===== src/logic/bscan_pkg.sv =====
/*
  Shared constants and types for the boundary-scan test port:
  chain layout, instruction codes, TAP state encoding, register map.
  Assumes nothing beyond a SystemVerilog compiler.
*/
`default_nettype none

package bscan_pkg;

   // =====================================================
   // chain layout
   localparam int NUM_PINS  = 4;
   localparam int GROUP_W   = 3;
   localparam int BSR_LEN   = NUM_PINS * GROUP_W;
   localparam int CELL_OUT  = 0;
   localparam int CELL_OE   = 1;
   localparam int CELL_IN   = 2;
   localparam int ID_W      = 32;

   // =====================================================
   // instructions
   localparam int IR_W = 4;
   localparam logic [IR_W-1:0] IR_EXTEST   = 4'h0;
   localparam logic [IR_W-1:0] IR_SAMPLE   = 4'h1;
   localparam logic [IR_W-1:0] IR_IDCODE   = 4'h6;
   localparam logic [IR_W-1:0] IR_USERCODE = 4'h7;
   localparam logic [IR_W-1:0] IR_BYPASS   = 4'hF;
   localparam logic [IR_W-1:0] IR_CAPTURE  = 4'h1;

   // identification value, arbitrary
   localparam logic [ID_W-1:0] DEVICE_ID = 32'h0A5C_3001;

   // =====================================================
   // TAP states
   typedef enum logic [3:0] {
      ST_RESET      = 4'h0,
      ST_IDLE       = 4'h1,
      ST_SEL_DR     = 4'h3,
      ST_CAPTURE_DR = 4'h2,
      ST_SHIFT_DR   = 4'h6,
      ST_EXIT1_DR   = 4'h7,
      ST_PAUSE_DR   = 4'h5,
      ST_EXIT2_DR   = 4'h4,
      ST_UPDATE_DR  = 4'hC,
      ST_SEL_IR     = 4'hD,
      ST_CAPTURE_IR = 4'hF,
      ST_SHIFT_IR   = 4'hE,
      ST_EXIT1_IR   = 4'hA,
      ST_PAUSE_IR   = 4'hB,
      ST_EXIT2_IR   = 4'h9,
      ST_UPDATE_IR  = 4'h8
   } tap_state_e;

   // =====================================================
   // register map
   localparam int ADDR_W = 8;
   localparam logic [ADDR_W-1:0] OFF_CONTROL  = 8'h00;
   localparam logic [ADDR_W-1:0] OFF_USERCODE = 8'h04;
   localparam logic [ADDR_W-1:0] OFF_STATUS   = 8'h08;
   localparam logic [ADDR_W-1:0] OFF_IDCODE   = 8'h0C;
   localparam int CTRL_ENABLE   = 0;
   localparam int STAT_STATE_LO = 0;
   localparam int STAT_IR_LO    = 4;
   localparam int STAT_EXTEST   = 8;
   localparam logic        ENABLE_RESET   = 1'b1;
   localparam logic [31:0] USERCODE_RESET = 32'h0000_0000;

endpackage

`default_nettype wire


===== src/logic/tap_state_if.sv =====
/*
  Carries the TAP controller state from the sequencer to the port logic.
  Assumes both ends run on the same ref_clk.
*/
`timescale 1ns/100ps
`default_nettype none

interface tap_state_if;
   import bscan_pkg::*;

   tap_state_e state;

   modport ctrl (output state);
   modport user (input  state);
endinterface

`default_nettype wire


===== src/logic/tap_sequencer.sv =====
/*
  Sixteen-state TAP controller, stepped on each synchronised test-clock
  rising edge. Assumes tck_rise, tms and hold_reset are already
  synchronised to ref_clk.
*/
`timescale 1ns/100ps
`default_nettype none

module tap_sequencer
   import bscan_pkg::*;
(
   input  wire logic ref_clk,
   input  wire logic sys_rst,
   input  wire logic tck_rise,
   input  wire logic tms,
   input  wire logic hold_reset,
   tap_state_if.ctrl tap
);

   tap_state_e next_state;

   // =====================================================
   // next state
   always_comb
   begin
      next_state = tap.state;
      case (tap.state)
         ST_RESET:      next_state = tms ? ST_RESET     : ST_IDLE;
         ST_IDLE:       next_state = tms ? ST_SEL_DR    : ST_IDLE;
         ST_SEL_DR:     next_state = tms ? ST_SEL_IR    : ST_CAPTURE_DR;
         ST_CAPTURE_DR: next_state = tms ? ST_EXIT1_DR  : ST_SHIFT_DR;
         ST_SHIFT_DR:   next_state = tms ? ST_EXIT1_DR  : ST_SHIFT_DR;
         ST_EXIT1_DR:   next_state = tms ? ST_UPDATE_DR : ST_PAUSE_DR;
         ST_PAUSE_DR:   next_state = tms ? ST_EXIT2_DR  : ST_PAUSE_DR;
         ST_EXIT2_DR:   next_state = tms ? ST_UPDATE_DR : ST_SHIFT_DR;
         ST_UPDATE_DR:  next_state = tms ? ST_SEL_DR    : ST_IDLE;
         ST_SEL_IR:     next_state = tms ? ST_RESET     : ST_CAPTURE_IR;
         ST_CAPTURE_IR: next_state = tms ? ST_EXIT1_IR  : ST_SHIFT_IR;
         ST_SHIFT_IR:   next_state = tms ? ST_EXIT1_IR  : ST_SHIFT_IR;
         ST_EXIT1_IR:   next_state = tms ? ST_UPDATE_IR : ST_PAUSE_IR;
         ST_PAUSE_IR:   next_state = tms ? ST_EXIT2_IR  : ST_PAUSE_IR;
         ST_EXIT2_IR:   next_state = tms ? ST_UPDATE_IR : ST_SHIFT_IR;
         ST_UPDATE_IR:  next_state = tms ? ST_SEL_DR    : ST_IDLE;
         default:       next_state = ST_RESET;
      endcase
   end

   // =====================================================
   // state register, starts in reset after power-up
   always_ff @(posedge ref_clk)
   begin
      if (sys_rst || hold_reset)
         tap.state <= ST_RESET;
      else if (tck_rise)
         tap.state <= next_state;
   end

endmodule

`default_nettype wire


===== src/logic/boundary_scan_port.sv =====
/*
  Boundary-scan test port: TAP pins sampled by ref_clk, boundary chain
  over NUM_PINS I/O cell groups, bypass, identity and user-code paths,
  and an APB slave for enable, user signature and status.
  Assumes tck/tms/tdi/trst_n and pad inputs are asynchronous to ref_clk,
  core and APB signals are synchronous, and tck is far slower than ref_clk.
*/
`timescale 1ns/100ps
`default_nettype none

module boundary_scan_port
   import bscan_pkg::*;
(
   input  wire logic                ref_clk,
   input  wire logic                sys_rst,
   input  wire logic                tck,
   input  wire logic                tms,
   input  wire logic                tdi,
   input  wire logic                trst_n,
   output logic                     tdo,
   output logic                     tdo_oe,
   input  wire logic [NUM_PINS-1:0] core_out,
   input  wire logic [NUM_PINS-1:0] core_oe,
   output logic      [NUM_PINS-1:0] core_in,
   input  wire logic [NUM_PINS-1:0] pad_in,
   output logic      [NUM_PINS-1:0] pad_out,
   output logic      [NUM_PINS-1:0] pad_oe,
   input  wire logic                psel,
   input  wire logic                penable,
   input  wire logic                pwrite,
   input  wire logic [ADDR_W-1:0]   paddr,
   input  wire logic [31:0]         pwdata,
   output logic      [31:0]         prdata,
   output logic                     pready,
   output logic                     pslverr
);

   // =====================================================
   // pin synchronisers
   logic                tck_s1;
   logic                tck_s2;
   logic                tck_s3;
   logic                tms_s1;
   logic                tms_s2;
   logic                tdi_s1;
   logic                tdi_s2;
   logic                trst_s1;
   logic                trst_s2;
   logic [NUM_PINS-1:0] pad_s1;
   logic [NUM_PINS-1:0] pad_s2;

   // dedicated pins: never routed to core logic
   always_ff @(posedge ref_clk)
   begin
      if (sys_rst)
      begin
         tck_s1  <= 1'b0;
         tck_s2  <= 1'b0;
         tck_s3  <= 1'b0;
         tms_s1  <= 1'b1;
         tms_s2  <= 1'b1;
         tdi_s1  <= 1'b1;
         tdi_s2  <= 1'b1;
         trst_s1 <= 1'b0;
         trst_s2 <= 1'b0;
      end
      else
      begin
         tck_s1  <= tck;
         tck_s2  <= tck_s1;
         tck_s3  <= tck_s2;
         tms_s1  <= tms;
         tms_s2  <= tms_s1;
         tdi_s1  <= tdi;
         tdi_s2  <= tdi_s1;
         trst_s1 <= trst_n;
         trst_s2 <= trst_s1;
      end
   end

   always_ff @(posedge ref_clk)
   begin
      pad_s1 <= pad_in;
      pad_s2 <= pad_s1;
   end

   wire tck_rise = tck_s2 & ~tck_s3;
   wire tck_fall = ~tck_s2 & tck_s3;

   // =====================================================
   // software registers
   logic              test_enable;
   logic [ID_W-1:0]   user_signature;

   wire hold_reset = ~trst_s2 | ~test_enable;

   // =====================================================
   // TAP controller
   tap_state_if tap ();

   tap_sequencer u_tap (
      .ref_clk    (ref_clk),
      .sys_rst    (sys_rst),
      .tck_rise   (tck_rise),
      .tms        (tms_s2),
      .hold_reset (hold_reset),
      .tap        (tap.ctrl)
   );

   wire st_capture_dr = tap.state == ST_CAPTURE_DR;
   wire st_shift_dr   = tap.state == ST_SHIFT_DR;
   wire st_update_dr  = tap.state == ST_UPDATE_DR;
   wire st_capture_ir = tap.state == ST_CAPTURE_IR;
   wire st_shift_ir   = tap.state == ST_SHIFT_IR;
   wire st_update_ir  = tap.state == ST_UPDATE_IR;
   wire st_reset      = tap.state == ST_RESET;

   // data-register clock strobes
   wire dr_capture_clk = tck_rise & st_capture_dr;
   wire dr_shift_clk   = tck_rise & st_shift_dr;
   wire dr_update_clk  = tck_fall & st_update_dr;

   // =====================================================
   // instruction register and decode
   logic [IR_W-1:0] ir;
   logic [IR_W-1:0] ir_shift;

   wire sel_extest = ir == IR_EXTEST;
   wire sel_bsr    = sel_extest | (ir == IR_SAMPLE);
   wire sel_id     = ir == IR_IDCODE;
   wire sel_user   = ir == IR_USERCODE;
   // all-ones and every unimplemented code fall to bypass
   wire sel_bypass = ~(sel_bsr | sel_id | sel_user);

   always_ff @(posedge ref_clk)
   begin
      if (sys_rst)
         ir_shift <= IR_CAPTURE;
      else if (tck_rise && st_capture_ir)
         ir_shift <= IR_CAPTURE;
      else if (tck_rise && st_shift_ir)
         ir_shift <= {tdi_s2, ir_shift[IR_W-1:1]};
   end

   always_ff @(posedge ref_clk)
   begin
      if (sys_rst || st_reset)
         ir <= IR_IDCODE;
      else if (tck_fall && st_update_ir)
         ir <= ir_shift;
   end

   // =====================================================
   // boundary chain
   logic [BSR_LEN-1:0]  bsr;
   logic [BSR_LEN-1:0]  upd;
   logic [BSR_LEN-1:0]  cap_vec;
   logic [NUM_PINS-1:0] upd_out;
   logic [NUM_PINS-1:0] upd_oe;
   logic [NUM_PINS-1:0] upd_in;

   for (genvar i = 0; i < NUM_PINS; i++)
   begin : g_cell
      // capture: pin, enable (one = off), driven value
      assign cap_vec[i*GROUP_W+CELL_IN]  = pad_s2[i];
      assign cap_vec[i*GROUP_W+CELL_OE]  = ~pad_oe[i];
      assign cap_vec[i*GROUP_W+CELL_OUT] = pad_out[i];
      assign upd_out[i] = upd[i*GROUP_W+CELL_OUT];
      assign upd_oe[i]  = upd[i*GROUP_W+CELL_OE];
      assign upd_in[i]  = upd[i*GROUP_W+CELL_IN];
   end

   always_ff @(posedge ref_clk)
   begin
      if (sys_rst)
         bsr <= '0;
      else if (dr_capture_clk && sel_bsr)
         bsr <= cap_vec;
      else if (dr_shift_clk && sel_bsr)
         bsr <= {tdi_s2, bsr[BSR_LEN-1:1]};
   end

   // update registers move only on the update strobe
   always_ff @(posedge ref_clk)
   begin
      if (sys_rst)
         upd <= '0;
      else if (dr_update_clk && sel_bsr)
         upd <= bsr;
   end

   // =====================================================
   // pin and core paths
   logic [NUM_PINS-1:0] next_pad_out;
   logic [NUM_PINS-1:0] next_pad_oe;
   logic [NUM_PINS-1:0] next_core_in;

   // extest selects update data as soon as the instruction is in ir
   assign next_pad_out = sel_extest ? upd_out : core_out;
   assign next_pad_oe  = sel_extest ? ~upd_oe : core_oe;
   assign next_core_in = sel_extest ? upd_in  : pad_s2;

   always_ff @(posedge ref_clk)
   begin
      if (sys_rst)
      begin
         pad_out <= '0;
         pad_oe  <= '0;
         core_in <= '0;
      end
      else
      begin
         pad_out <= next_pad_out;
         pad_oe  <= next_pad_oe;
         core_in <= next_core_in;
      end
   end

   // =====================================================
   // bypass and identity registers
   logic            bypass_bit;
   logic [ID_W-1:0] id_shift;

   always_ff @(posedge ref_clk)
   begin
      if (sys_rst)
         bypass_bit <= 1'b0;
      else if (dr_capture_clk && sel_bypass)
         bypass_bit <= 1'b0;
      else if (dr_shift_clk && sel_bypass)
         bypass_bit <= tdi_s2;
   end

   always_ff @(posedge ref_clk)
   begin
      if (sys_rst)
         id_shift <= '0;
      else if (dr_capture_clk && sel_id)
         id_shift <= DEVICE_ID;
      else if (dr_capture_clk && sel_user)
         id_shift <= user_signature;
      else if (dr_shift_clk && (sel_id || sel_user))
         id_shift <= {tdi_s2, id_shift[ID_W-1:1]};
   end

   // =====================================================
   // data-out, changes on the falling test-clock edge
   wire dr_bit = sel_bsr ? bsr[0] :
                 (sel_id | sel_user) ? id_shift[0] : bypass_bit;
   wire next_tdo    = st_shift_ir ? ir_shift[0] : dr_bit;
   wire next_tdo_oe = st_shift_ir | st_shift_dr;

   always_ff @(posedge ref_clk)
   begin
      if (sys_rst)
      begin
         tdo    <= 1'b0;
         tdo_oe <= 1'b0;
      end
      else if (tck_fall)
      begin
         tdo    <= next_tdo;
         tdo_oe <= next_tdo_oe;
      end
   end

   // =====================================================
   // APB slave
   wire apb_access = psel & penable & ~pready;
   wire apb_wr     = apb_access & pwrite;
   wire apb_rd     = apb_access & ~pwrite;
   wire hit_ctrl   = paddr == OFF_CONTROL;
   wire hit_user   = paddr == OFF_USERCODE;
   wire hit_stat   = paddr == OFF_STATUS;
   wire hit_id     = paddr == OFF_IDCODE;
   wire hit_any    = hit_ctrl | hit_user | hit_stat | hit_id;

   logic [31:0] status_word;
   logic [31:0] read_word;

   always_comb
   begin
      status_word = '0;
      status_word[STAT_STATE_LO +: 4]    = tap.state;
      status_word[STAT_IR_LO +: IR_W]    = ir;
      status_word[STAT_EXTEST]           = sel_extest;
   end

   assign read_word = hit_ctrl ? {31'h0, test_enable} :
                      hit_user ? user_signature :
                      hit_stat ? status_word :
                      hit_id   ? DEVICE_ID : 32'h0000_0000;

   // only the bus writes the enable; the test port has no path to it
   always_ff @(posedge ref_clk)
   begin
      if (sys_rst)
      begin
         test_enable    <= ENABLE_RESET;
         user_signature <= USERCODE_RESET;
      end
      else if (apb_wr && hit_ctrl)
         test_enable    <= pwdata[CTRL_ENABLE];
      else if (apb_wr && hit_user)
         user_signature <= pwdata;
   end

   always_ff @(posedge ref_clk)
   begin
      if (sys_rst)
      begin
         pready  <= 1'b0;
         pslverr <= 1'b0;
         prdata  <= '0;
      end
      else
      begin
         pready  <= apb_access;
         pslverr <= apb_access & ~hit_any;
         prdata  <= apb_rd ? read_word : 32'h0000_0000;
      end
   end

endmodule

`default_nettype wire


===== config.mk =====
export PLATFORM = sky130hd
export DESIGN_NAME = boundary_scan_port
export DESIGN_NICKNAME = d
export VERILOG_FILES = /design/src/logic/bscan_pkg.sv /design/src/logic/tap_state_if.sv /design/src/logic/tap_sequencer.sv /design/src/logic/boundary_scan_port.sv
export SDC_FILE = /design/constraint.sdc
export NUM_CORES = 1
export LEC_CHECK = 0
export ABC_AREA = 1
export BUFFER_PORTS_ARGS = -buffer_cell sky130_fd_sc_hd__buf_2
export CORE_ASPECT_RATIO = 0.6
export CORE_UTILIZATION = 55
export DETAILED_ROUTE_END_ITERATION = 10
export HOLD_SLACK_MARGIN = 0.15
export PLACE_DENSITY_LB_ADDON = 0.3
export REMOVE_ABC_BUFFERS = 1
export SLEW_MARGIN = 20
export SYNTH_ARGS = -nofsm -noshare
export SYNTH_HDL_FRONTEND = slang
export SYNTH_SLANG_ARGS = --single-unit

===== constraint.sdc =====
create_clock -name ref_clk -period 3.35 [get_ports ref_clk]
set_input_delay 0 -clock ref_clk [delete_from_list [all_inputs] [get_ports ref_clk]]
set_output_delay 0 -clock ref_clk [all_outputs]
set_load 0.01 [all_outputs]

==> results by stage, run 1 <==
Global route:
- The number of global-route vias before repair is approximately 5,200.
- The residual overflow from global routing is 0.
- The first global-routing pass estimated 25,900 um of wire.
- The number of antenna violations at the first check in global routing is 0.
- In the global route stage, overall resource usage came out at 0.268.
- Entering global routing, the biggest net connects 65 pins.

Clock network:
- The root buffer cell chosen for the clock tree is sky130_fd_sc_hd__clkbuf_16.
- The buffer count from post-CTS setup fixing is 0.
- The count of cells resized by post-cts repair is 0.
- The H-tree generated during clock tree synthesis spans 4 levels.
- The largest buffer count on any clock path is 2.
- The TritonCTS clock tree is done.
- The clock drives 167 sinks.
- The clock insertion delay at the later pin of the skew report is between 0.4 and 0.5 ns.
- The CTS buffer count is 17.
- Clock-pin slew was measured on the worst setup and hold paths at 0.06 ns.

Synthesis:
- The Yosys warning count is 0.
- The distinct cell type count of the synthesized netlist is 33.
- The gate count after technology mapping is 857.
- The area of the mapped netlist is 0.00658 mm^2.
- The number of storage elements in the synthesis netlist is 167.
- Of the synthesized area, sequential elements account for 0.508.
- Averaged over all synthesized cells, the footprint is 7.68 um^2.

Floorplanning:
- The effective utilization at floorplan is 0.573.
- In this run the standard cell core region covers 0.0115 mm^2.
- 109 I/O pins were placed.
- The die area is between 0.01 and 0.015 mm^2.
- The row count is 30.
- The die extent in x is 143 um.
- The overall die height is around 87 um.

Finish:
- The count of inserted antenna diode cells is 0.
- The growth of design area from synthesis to finish is 25.7%.
- The fraction of layout instances using a drive strength above 1 is 0.181.
- The top cell types in the final layout, fill and taps aside, are 167 x sky130_fd_sc_hd__dfxtp_1, 151 x sky130_fd_sc_hd__nand2_1, 114 x sky130_fd_sc_hd__nor2_1, 108 x sky130_fd_sc_hd__buf_2, 107 x sky130_fd_sc_hd__o21ai_0.
- Leaving out fill and tap cells, the most frequent cell in the layout is sky130_fd_sc_hd__dfxtp_1.
- The number of nets in the layout is roughly 1,100.

Setup path:
- Of all nets on the critical path, the largest fanout is 9.
- The startpoint type of the worst setup path is a register.
- The number of cells on the worst reg-to-reg path is 8.
- The launching point of the worst reg2reg path is pready.
- The worst endpoint required time is 3.71 ns.
- The signal on the critical path passes through nand3b_1 -> dlygate4sd3_1 -> nor2_2 -> nand2_1 -> nor2_4 -> o21ai_0 -> a21oi_1 -> dlygate4sd3_1.
- For flop-to-flop paths, the worst setup slack is around 0.9 ns.
- The critical path starts at pready.
- The worst register-to-register path ends at prdata[8].
- The destination of the critical timing path is prdata[8].
- Among the stages of the critical path, the cell type that occurs most often is sky130_fd_sc_hd__dlygate4sd3_1.
- The element type at the critical path end is a register.
- The stage delay of the slowest cell on the critical path is 0.59 ns.
- At the worst endpoint, the arrival time is 2.82 ns.
- The slowest stage cell on the critical path is sky130_fd_sc_hd__dlygate4sd3_1.
- The critical path in this run is classified as reg2reg.

Timing:
- The max-slew headroom at the worst pin is 0.320.
- The actual slew at the worst max-slew pin is 1.02 ns.
- The final-report max-slew violation count is 0.
- The post-route clock skew is 0.00786 ns.
- The count of final hold-check violations is 0.
- Setup repair after global routing left no endpoint under its margin.
- Of the available clock period, the critical path in the final layout requires 0.734.
- Setup violations remaining at the end of the flow were counted as 0.
- For this run, the top clock speed supported by timing is 407 MHz.
- Setup total negative slack on the finished layout was measured at 0 ns.
- The shortest period the worst path allows is 2.46 ns.
- The minimum setup slack in the final design is just under 0.9 ns.

Place:
- The port buffer count is 108.
- The final weighted congestion in routability-driven placement is about 0.94.
- After legalization and detailed placement, the total HPWL measured approximately 10000 um.
- The post-placement worst setup slack is 1.08 ns.

Pwr:
- Summed over all nets, the switching power comes to slightly below 900 uW.
- Of the total power, the share spent switching nets is 0.214.
- Cell internal power was estimated by the tool at 3.21 mW.
- Of the total power, registers draw 0.493.
- The clock share of power is 0.465.
- The maximum vdd ir drop is 0.326 mV.
- Summed over all cells, the static leakage comes to 3.45 nW.
- The power per unit of standard cell area is 494 mW/mm^2.
- The overall power consumption is 4.08 mW.
- The combinational cell fraction of total power is 0.042.

Route:
- In this run, the number of DRC markers left after iteration 0 of detailed routing was 600.
- The total wire length after detailed routing is 16,000 um.
- For this run, the detailed router's first-pass iteration total came to 5.
- The detail route stage leaves a number of antenna-violating nets equal to 0.
- Dividing the detail-routed via count by the number of cells gives slightly above 5.
- For this run, design rule violations remaining after detail routing come to 0.
- The via total after detailed routing is around 6,000.
- Dividing the detail-routed wire length by the instance count gives 13.6 um.

Run:
- The max capacitance violation total is 0.

Min path:
- The path class of the lowest-slack min-delay path is in2reg.
- The worst hold path depth is 8.

Outcome:
- The flow ran to the end, and the final reports show no timing, DRC or antenna violations.
area by class of cell:
type                            instances  area (um^2)
Clock inverter                         11          125
Sequential cell                       167         3340
Fill cell                             890         3210
Timing Repair Buffer                  174         1190
Multi-Input combinational cell        564         2670
Inverter                               80          300
Clock buffer                           20          447
Tap cell                              160          200
Yosys cell counts:
library cell,number,area [um^2]
sky130_fd_sc_hd__buf_6,7,78.8
sky130_fd_sc_hd__o31ai_1,2,15.0
sky130_fd_sc_hd__nand2_1,152,571
sky130_fd_sc_hd__nor3_4,1,16.3
sky130_fd_sc_hd__inv_2,12,45.0
sky130_fd_sc_hd__o21ai_0,107,536
sky130_fd_sc_hd__nor3_1,7,35.0
sky130_fd_sc_hd__nor2_1,114,428
sky130_fd_sc_hd__o21ai_1,7,35.0
sky130_fd_sc_hd__or2_2,5,31.3
sky130_fd_sc_hd__buf_4,9,67.6
sky130_fd_sc_hd__buf_2,12,60.1
sky130_fd_sc_hd__a31oi_1,2,12.5
sky130_fd_sc_hd__nand2_2,4,25.0
sky130_fd_sc_hd__clkbuf_1,17,63.8
sky130_fd_sc_hd__buf_1,1,3.75
sky130_fd_sc_hd__nand2_4,1,11.3
sky130_fd_sc_hd__nand3b_2,1,11.3
sky130_fd_sc_hd__nand3b_1,2,15.0
sky130_fd_sc_hd__o21a_1,1,7.51
sky130_fd_sc_hd__a21oi_1,85,425
sky130_fd_sc_hd__nand3_1,40,200
sky130_fd_sc_hd__inv_1,68,255
sky130_fd_sc_hd__o22ai_1,8,50.1
sky130_fd_sc_hd__o21ai_2,3,26.3
sky130_fd_sc_hd__dfxtp_1,167,3340
sky130_fd_sc_hd__o211ai_1,2,15.0
sky130_fd_sc_hd__nand3_4,3,52.6
sky130_fd_sc_hd__nand4_1,4,25.0
sky130_fd_sc_hd__a211oi_1,1,7.51
sky130_fd_sc_hd__nor2_8,1,20.0
sky130_fd_sc_hd__nor2_4,5,56.3
sky130_fd_sc_hd__nor2_2,6,37.5
power groups by stage:
stage	clock network, mW	registers [mW]	logic (mW)
2_1_floorplan	0	2.06	0.0481
3_3_place_gp	0	2.06	0.115
3_5_place_dp	0	2.06	0.116
4_1_cts	1.91	2.01	0.168
5_1_grt	2.01	2.01	0.190
6_report	1.90	2.01	0.172
flip-flops by register name (all words and copies together), names as in the netlist, 4 cells and up:
name	cells
bsr	12
core_in	4
id_shift	32
ir	4
ir_shift	4
pad_oe	4
pad_out	4
pad_s1	4
pad_s2	4
prdata	32
u_tap.tap.state	4
upd	12
user_signature	32
kinds of logic (layout without fill, tap and decap cells):
| logic type | count (synthesis) | after routing | share of synthesized area |
|---|---|---|---|
| and+or+nand+nor | 346 | 346 | 0.233 |
| DFF | 167 | 167 | 0.508 |
| AOI/OAI and AO/OA | 218 | 218 | 0.172 |
| buffers and inverters | 126 | 285 | 0.0872 |
worst max-delay path, delay by kind of cell (launching register included):
family          cells  cell delay (ns)
buf+inv             2             1.16
simple gates        4             0.66
flops               1             0.31
compound gates      2             0.29
metal layers:
layer,vias up,routed length [um],global-route usage
li1,3073,-,-
met1,2709,7950,0.395
met2,245,6850,0.394
met3,22,1070,0.0619
met4,0,135,0.0667
met5,-,0,0
metrics by stage:
step,area (um^2),std cells,hold slack (ns),utilization
2_1_floorplan,6310,811,0.0277,-
3_3_place_gp,7080,1083,0.102,0.617
3_5_place_dp,7080,1083,0.105,0.617
4_1_cts,8270,1176,0.150,0.720
5_1_grt,8270,1176,0.210,0.720
6_report,8270,1176,0.174,0.720
how the worst min path moves through the flow:
stage	start	end	slack, ns
after floorplan	pad_in[0]	pad_s1[0]	0.03
after global placement	pad_in[1]	pad_s1[1]	0.10
after detailed placement	pad_in[3]	pad_s1[3]	0.11
after CTS	paddr[1]	prdata[0]	0.15
after global routing	pad_in[3]	pad_s1[3]	0.21
final	paddr[1]	prdata[0]	0.17
what timing repair did:
item	CTS	global route
endpoints found under the setup margin	0	0
hold endpoints to repair	72	0
hold buffers	62	0
Power figures use the tool's default switching activity.
==> run 2: changes to the inputs <==
--- a/config.mk
+++ b/config.mk
@@ -5,10 +5,10 @@
 export SDC_FILE = /design/constraint.sdc
 export NUM_CORES = 1
 export LEC_CHECK = 0
-export ABC_AREA = 1
+export ABC_AREA = 0
 export BUFFER_PORTS_ARGS = -buffer_cell sky130_fd_sc_hd__buf_2
 export CORE_ASPECT_RATIO = 0.6
-export CORE_UTILIZATION = 55
+export CORE_UTILIZATION = 50
 export DETAILED_ROUTE_END_ITERATION = 10
 export HOLD_SLACK_MARGIN = 0.15
 export PLACE_DENSITY_LB_ADDON = 0.3
==> constraint.sdc (replaced) <==
create_clock -name ref_clk -period 2 [get_ports ref_clk]
set_input_delay 0 -clock ref_clk [delete_from_list [all_inputs] [get_ports ref_clk]]
set_output_delay 0 -clock ref_clk [all_outputs]
set_load 0.01 [all_outputs]
==> run 2 against run 1 <==
Against the previous run:
- sequential share of layout area is 1.5 points lower
- critical path depth is 4 lower
- synthesized cell count is 13% lower
- utilization decreased by 2.5 points
- critical path type unchanged
- maximum frequency grew 27%
- final cell count is 7.5% lower
- setup slack got worse by 0.83 ns
- non-clock buffer count rose by 31
==> results by stage, run 2 <==
Timing:
- The worst hold slack is 0.179 ns (+0.00432 ns).
- The actual slew at the worst max-slew pin is 0.497 ns (-0.520 ns).
- The max-slew headroom at the worst pin is 0.668 (+0.348).
- The shortest period the worst path allows came to 1.93 ns (-0.525 ns).
- The minimum setup slack in the final design is 0.0676 ns (-0.825 ns).
- The part of the cycle the worst path needs is 0.966 (+0.233).
- The final-report max-slew violation count came to 0 (unchanged).
- The final setup violation count is 0 (unchanged).
- The timing-limited maximum frequency is 517 MHz (+27%).
- The count of final hold-check violations is 0 (unchanged).
- The post-route clock skew is 0.00772 ns (-0.000134 ns).

Pwr:
- The overall power consumption is 7.11 mW (+74%).
- The maximum vdd ir drop is 0.488 mV (+50%).
- The power per unit of standard cell area is 826 mW/mm^2 (+67%).
- The static leakage is 3.32 nW (-3.8%).

Setup path:
- The arrival time reported for the critical path endpoint was 2.28 ns (-0.54 ns).
- The stage delay of the slowest cell on the critical path is 0.59 ns (about the same).
- The kind of cell with the highest combined delay on the critical path is simple AND/OR/NAND/NOR gates.
- The category of the most critical setup path is reg2reg.
- Among all stages on the critical path, the largest delay is contributed by sky130_fd_sc_hd__or4b_4.
- The worst setup path is launched from a register.
- The biggest fanout along the worst timing path is 6 (-3).
- The signal on the critical path passes through or4b_4 -> or4_4 -> o211a_1 -> nor3_2.
- The number of buffer and inverter stages on the critical path is 0 (-2).
- The worst endpoint required time is 2.35 ns (-1.36 ns).
- The element type at the critical path end is a register.

Floorplanning:
- The overall die height is 90.4 um (+4.2%).
- The die area is 0.0135 mm^2 (+8.6%).
- The standard cell core area is 0.0124 mm^2 (+7.7%).
- The die extent in x is 149 um (+4.2%).
- The row count is 31 (+3.3%).
- The effective utilization at floorplan came to 0.526 (-0.0473).
- The number of top-level design ports came to 109 (unchanged).

Finish:
- In the final layout, the registers with the most flip-flops are id_shift x32, prdata x32, user_signature x32.
- The total of fill cells in the finished design came to 954 (+7.2%).
- The growth of design area from synthesis to finish is 32.3%.
- The count of inserted antenna diode cells was 0 (unchanged).
- The final instance count without filler cells came to 1,088 (-7.5%).
- The fraction of layout instances using a drive strength above 1 came to 0.219 (+0.0377).
- The combined area of the multi-input logic cells is 0.00289 mm^2 (+8.4%).
- The sequential cell area is 0.00335 mm^2 (+0.11%).
- The most common cell after layout, fill and taps aside is sky130_fd_sc_hd__dfxtp_1.
- The number of nets in the layout is 971 (-8.8%).
- In the layout the commonest cells are 164 x sky130_fd_sc_hd__dfxtp_1, 110 x sky130_fd_sc_hd__nand2_1, 108 x sky130_fd_sc_hd__buf_2, 82 x sky130_fd_sc_hd__nor2_1, 67 x sky130_fd_sc_hd__a21oi_1.

Route:
- The via-per-instance ratio was 5.52 (+7.3%).
- The via total after detailed routing is 6,004 (-0.74%).
- The detailed-route DRC error count was 0 (unchanged).
- The routed wire length per instance came to 16.0 um (+18%).
- The total wire length after detailed routing is 17,400 um (+8.8%).
- The number of routed nets with antenna violations came to 0 (unchanged).
- The number of iterations in the first detailed-routing pass is 5 (unchanged).
- The number of DRC markers in iteration 0 was 568 (-5.3%).

Run:
- The max capacitance violation total is 0 (unchanged).

Synthesis:
- By count the netlist is led by 167 x sky130_fd_sc_hd__dfxtp_1, 110 x sky130_fd_sc_hd__nand2_1, 82 x sky130_fd_sc_hd__nor2_1.
- The area share of the leading cell type in the synthesized netlist is 0.514 (+0.00596).
- The share of synthesized area occupied by flip-flops and latches is 0.514 (+0.00596).
- The number of storage elements in the synthesis netlist is 167 (unchanged).
- The distinct cell type count of the synthesized netlist is 53 (+61%).
- Yosys instantiated no cell more often than sky130_fd_sc_hd__dfxtp_1.
- The gate count after technology mapping is 747 (-13%).
- The biggest area consumer among synthesized cells is sky130_fd_sc_hd__dfxtp_1.
- The number of enable-type register cells in the synthesized netlist is 0 (unchanged).
- The share of synthesized flip-flops with an asynchronous set or reset is 0 (unchanged).
- The synthesized area per cell is 8.71 um^2 (+13%).
- The area of the mapped netlist was 0.00651 mm^2 (-1.2%).
- The prevailing post-synth register cell is sky130_fd_sc_hd__dfxtp_1.
- The Yosys warning count came to 0 (unchanged).
- Yosys attributes the largest share of cell area to sky130_fd_sc_hd__dfxtp_1 51%, sky130_fd_sc_hd__nand2_1 6.3%, sky130_fd_sc_hd__a21oi_1 5.3%, sky130_fd_sc_hd__nor2_1 4.7%, sky130_fd_sc_hd__mux2i_1 4.2%.

Clock network:
- The largest buffer count on any clock path is 2 (unchanged).
- The count of H-tree levels built during CTS is 4 (unchanged).
- The clock insertion delay at the later pin of the skew report was 0.43 ns (about the same).
- The TritonCTS clock tree is done.
- The clock slew seen by the registers of the worst setup and hold paths is 0.07 ns (about the same).
- The CTS buffer count came to 17 (unchanged).
- The cell sitting at the root of the clock tree is a sky130_fd_sc_hd__clkbuf_16.
- The total number of clock tree sinks came to 167 (unchanged).

Place:
- The port buffer count is 108 (unchanged).
- The post-placement cell count is 989 (-8.7%).
- The half-perimeter wire length after placement is 11,200 um (+14%).
- The final weighted congestion in routability-driven placement is 0.900 (-4.6%).
- The post-placement worst setup slack is 0.0452 ns (-1.04 ns).

Global route:
- The maximum number of pins on one net before global-route repair came to 101 (+55%).
- The total routing usage reported by global routing is 0.267 (-0.00107).
- The number of antenna violations at the first check in global routing is 0 (unchanged).
- The residual overflow from global routing is 0 (unchanged).
- The wire length of the first global-routing pass is 28,200 um (+9.0%).
- The number of global-route vias before repair is 5,618 (+8.6%).

Outcome:
- The flow ran to the end, and the final reports show no timing, DRC or antenna violations.

Min path:
- The path class of the lowest-slack min-delay path is in2reg.
[run 2: path summary, 6_finish.rpt]
kind                       from  cells past startpoint                 to  slack (ns)
max          u_tap.tap.state[0]                      4       id_shift[30]        0.07
min reg2reg           pad_s1[1]                      0          pad_s2[1]        0.33
min                    paddr[7]                      5  user_signature[0]        0.18
max reg2reg  u_tap.tap.state[0]                      4       id_shift[30]        0.07
[run 2: timing repair]
action / 4_1_cts / 5_1_grt
gates resized for setup: 1 / 11
hold buffers: 64 / 0
pin swaps: 0 / 1
setup buffers: 0 / 3
setup endpoints to repair: 1 / 27
hold endpoints to repair: 95 / 0
[run 2: power breakdown]
part	leakage, nW	internal [mW]	switching, mW
logic	1.67	0.169	0.130
registers	1.35	3.36	0.0185
clock network	0.296	2.04	1.39
total	3.32	5.57	1.54
[run 2: per-stage QoR]
step	area [um^2]	setup TNS (ns)	util
6_report	8610	0	0.696
5_1_grt	8610	-0.00621	0.696
4_1_cts	8550	0	0.691
3_5_place_dp	7280	0	0.588
3_3_place_gp	7280	0	0.588
2_1_floorplan	6230	-75.68	-
[run 2: metal layers]
| metal | share of wire | GRT usage | wire length, um | vias to the layer above |
|---|---|---|---|---|
| li1 | - | - | - | 2878 |
| met1 | 0.48 | 0.387 | 8320 | 2860 |
| met2 | 0.44 | 0.393 | 7580 | 241 |
| met3 | 0.071 | 0.0545 | 1240 | 25 |
| met4 | 0.015 | 0.0842 | 261 | 0 |
| met5 | 0 | 0 | 0 | - |
[run 2: tightest hold or removal path: stages]
cell,delay (ns)
sky130_fd_sc_hd__buf_2,0.08
sky130_fd_sc_hd__nor4_2,0.05
sky130_fd_sc_hd__and4_1,0.26
sky130_fd_sc_hd__nand2_1,0.10
sky130_fd_sc_hd__a21oi_1,0.06
[run 2: cell type report]
class | instances | share of cell area
Clock buffer | 19 | 0.0526
Tap cell | 165 | 0.0240
Sequential cell | 167 | 0.389
Clock inverter | 13 | 0.0198
Multi-Input combinational cell | 508 | 0.336
Timing Repair Buffer | 205 | 0.174
Inverter | 11 | 0.00480
[run 2: cell families (layout without fill, tap and decap cells)]
| kind of cell | Yosys count | in the layout | share of synthesized area |
|---|---|---|---|
| xor+xnor | 1 | 1 | 0.00135 |
| mux | 29 | 29 | 0.0450 |
| compound gates | 171 | 171 | 0.161 |
| buf+inv | 72 | 248 | 0.0490 |
| flops | 167 | 167 | 0.514 |
| simple gates | 307 | 307 | 0.230 |
==> run 3: changes to the inputs <==
--- a/config.mk
+++ b/config.mk
@@ -6,7 +6,7 @@
 export NUM_CORES = 1
 export LEC_CHECK = 0
 export ABC_AREA = 0
-export BUFFER_PORTS_ARGS = -buffer_cell sky130_fd_sc_hd__buf_2
+export BUFFER_PORTS_ARGS = -buffer_cell sky130_fd_sc_hd__clkbuf_2
 export CORE_ASPECT_RATIO = 0.6
 export CORE_UTILIZATION = 50
 export DETAILED_ROUTE_END_ITERATION = 10
==> run 3 against run 2 <==
Against the previous run:
- final cell count rose by 0.18%
- wire length is 0.95% lower
- count of clock-buffer cells in the layout is 2 higher
- setup slack lost 0.019 ns
- clock skew up 0.00076 ns
- non-clock buffer count rose by 2
- clock power fell by 3%
- power decreased by 1.4%
- critical path depth stayed put
- largest power group is now registers
- flip-flop and latch count stayed put
==> results by stage, run 3 (same netlist as run 2, synthesis figures left out) <==
Outcome:
- The run finished with clean final reports.

Pwr:
- The switching share of power is 0.217 (+0.000984).
- The combinational cell fraction of total power was 0.042 (about the same).
- The power per unit of standard cell area is 814 mW/mm^2 (-1.4%).
- The share of power burned in registers is 0.481 (+0.006).
- The maximum vdd ir drop is 0.624 mV (+28%).
- The switching component of the power is 1.52 mW (-0.92%).
- The overall power consumption is 7.01 mW (-1.4%).
- The clock share of power is 0.477 (-0.006).
- The static leakage is 3.33 nW (+0.15%).
- The internal power is 5.49 mW (-1.5%).

Route:
- The number of DRC markers in iteration 0 is 466 (-18%).
- The detailed-route DRC error count was 0 (unchanged).
- The via total after detailed routing is 5,905 (-1.6%).
- The routed wire length per instance came to 15.8 um (-1.1%).
- The number of routed nets with antenna violations was 0 (unchanged).
- The total wire length after detailed routing is 17,200 um (-0.95%).
- The number of iterations in the first detailed-routing pass came to 5 (unchanged).
- The via-per-instance ratio came to 5.42 (-1.8%).

Clock network:
- The cell sitting at the root of the clock tree is a sky130_fd_sc_hd__clkbuf_16.
- The TritonCTS clock tree is done.
- The clock insertion delay at the later pin of the skew report is 0.42 ns (about the same).
- The largest buffer count on any clock path was 2 (unchanged).
- The CTS buffer count is 17 (unchanged).
- The clock slew seen by the registers of the worst setup and hold paths is 0.06 ns (about the same).
- The total number of clock tree sinks was 167 (unchanged).
- The count of H-tree levels built during CTS is 4 (unchanged).
- The buffer count from post-CTS setup fixing came to 0 (unchanged).

Floorplanning:
- The effective utilization at floorplan was 0.526 (unchanged).
- The overall die height was 90.4 um (unchanged).
- The row count was 31 (unchanged).
- The standard cell core area was 0.0124 mm^2 (unchanged).
- The die area is 0.0135 mm^2 (unchanged).
- The die extent in x was 149 um (unchanged).
- The number of top-level design ports is 109 (unchanged).

Setup path:
- The arrival time reported for the critical path endpoint is 2.30 ns (+0.02 ns).
- The category of the most critical setup path is reg2reg.
- The path depth of the worst reg2reg path is 4 (unchanged).
- The biggest fanout along the worst timing path is 6 (unchanged).
- The startpoint type of the worst setup path is a register.
- The startpoint identified for the worst register-to-register timing path is u_tap.tap.state[0].
- STA classifies the critical path endpoint as a register.
- In this run the critical register-to-register path is captured at id_shift[29].
- The worst endpoint required time is 2.35 ns (about the same).
- The reg-to-reg setup timing slack is 0.05 ns (-0.02 ns).

Global route:
- The number of global-route vias before repair is 5,616 (-0.036%).
- The wire length of the first global-routing pass came to 27,800 um (-1.4%).
- The total routing usage reported by global routing was 0.261 (-0.00570).
- The number of antenna violations at the first check in global routing is 0 (unchanged).
- The maximum number of pins on one net before global-route repair is 101 (unchanged).
- The residual overflow from global routing was 0 (unchanged).

Min path:
- The path class of the lowest-slack min-delay path is in2reg.
- The startpoint identified for the worst hold timing path is paddr[4].
- The worst hold path depth came to 5 (unchanged).
- The path with the worst hold slack has its endpoint at test_enable.

Timing:
- The worst hold slack is 0.220 ns (+0.0412 ns).
- Setup repair after global routing left no endpoint under its margin.
- The post-route clock skew is 0.00848 ns (+0.000759 ns).
- The final-report max-slew violation count is 0 (unchanged).
- The actual slew at the worst max-slew pin was 0.674 ns (+0.178 ns).
- The final setup violation count came to 0 (unchanged).
- The shortest period the worst path allows is 1.95 ns (+0.0195 ns).
- The timing-limited maximum frequency was 512 MHz (-1.0%).
- The minimum setup slack in the final design was 0.0481 ns (-0.0195 ns).
- The max-slew headroom at the worst pin is 0.549 (-0.118).
- The count of final hold-check violations was 0 (unchanged).
- The setup TNS is 0 ns (unchanged).
- The part of the cycle the worst path needs is 0.976 (+0.00975).

Finish:
- Leaving out fill and tap cells, the most frequent cells in the layout are 167 x sky130_fd_sc_hd__dfxtp_1, 110 x sky130_fd_sc_hd__nand2_1, 107 x sky130_fd_sc_hd__clkbuf_2, 81 x sky130_fd_sc_hd__nor2_1, 71 x sky130_fd_sc_hd__dlygate4sd3_1.
- In the final layout, the registers with the most flip-flops are id_shift x32, prdata x32, user_signature x32.
- The count of inserted antenna diode cells is 0 (unchanged).
- The growth of design area from synthesis to finish came to 32.3% (about the same).
- The fraction of layout instances using a drive strength above 1 is 0.205 (-0.0134).
- The total of fill cells in the finished design is 944 (-1.0%).
- The number of nets in the layout is 973 (+0.21%).
- Leaving out fill and tap cells, the most frequent cell in the layout is sky130_fd_sc_hd__dfxtp_1.

Place:
- The final weighted congestion in routability-driven placement came to 0.851 (-5.5%).
- The half-perimeter wire length after placement is 10,900 um (-2.6%).
- The port buffer count is 108 (unchanged).
- The post-placement worst setup slack is 0.0584 ns (+0.0133 ns).

Run:
- The max capacitance violation total was 0 (unchanged).
-- run 3: cell count changes in the layout (fill, tap and decap cells not counted), moves of 3 or more --
| cell | before | now |
|---|---|---|
| sky130_fd_sc_hd__buf_2 | 108 | 1 |
| sky130_fd_sc_hd__buf_4 | 27 | 21 |
| sky130_fd_sc_hd__clkbuf_2 | 0 | 107 |
| sky130_fd_sc_hd__dfxtp_1 | 164 | 167 |
| sky130_fd_sc_hd__dfxtp_2 | 3 | 0 |
| sky130_fd_sc_hd__dlygate4sd3_1 | 63 | 71 |
-- run 3: final cells by class --
class                           count  area (um^2)  area share
Sequential cell                   167         3340       0.388
Multi-Input combinational cell    508         2870       0.333
Timing Repair Buffer              207         1540       0.179
Clock buffer                       21          470      0.0546
Tap cell                          165          206      0.0240
Clock inverter                     11          138      0.0160
Inverter                           11         41.3     0.00480
-- run 3: worst max-delay path, cell delays in order, from the launching register on --
cell	delay [ns]
sky130_fd_sc_hd__dfxtp_1	0.37
sky130_fd_sc_hd__or4b_1	0.63
sky130_fd_sc_hd__or4_4	0.58
sky130_fd_sc_hd__o211a_1	0.17
sky130_fd_sc_hd__nor3_2	0.14
-- run 3: what timing repair did --
action                     4_1_cts  5_1_grt
hold buffers                    72        0
resized for setup                0        7
setup endpoints to repair        0       49
hold endpoints to repair        88        0
-- run 3: power groups by stage --
stage               registers, mW  clock network, mW  logic (mW)
floorplan                    3.45                  0      0.0583
CTS                          3.37               3.38       0.287
detailed placement           3.45                  0       0.198
global placement             3.45                  0       0.193
finish                       3.37               3.34       0.294
global route                 3.38               3.54       0.318
-- run 3: worst max path at each step --
stage,from,endpoint,cells past startpoint
after floorplan,u_tap.tap.state[1],id_shift[0],4
after global placement,u_tap.tap.state[0],id_shift[30],4
after detailed placement,ir[3],id_shift[4],5
after CTS,pready,user_signature[15],6
after global routing,u_tap.tap.state[0],id_shift[13],4
final,u_tap.tap.state[0],id_shift[29],4
-- run 3: per-stage QoR --
stage                     cell area, um^2  std cells   util
final                                8610       1090  0.696
after global routing                 8610       1090  0.696
after CTS                            8580       1090  0.694
after detailed placement             7260        986  0.586
after global placement               7260        986  0.586
after floorplan                      6230        686      -
-- run 3: metal layers --
metal | track usage | share of wire
met5 | 0 | 0
met4 | 0.0808 | 0.011
met3 | 0.0596 | 0.065
met2 | 0.395 | 0.45
met1 | 0.366 | 0.48
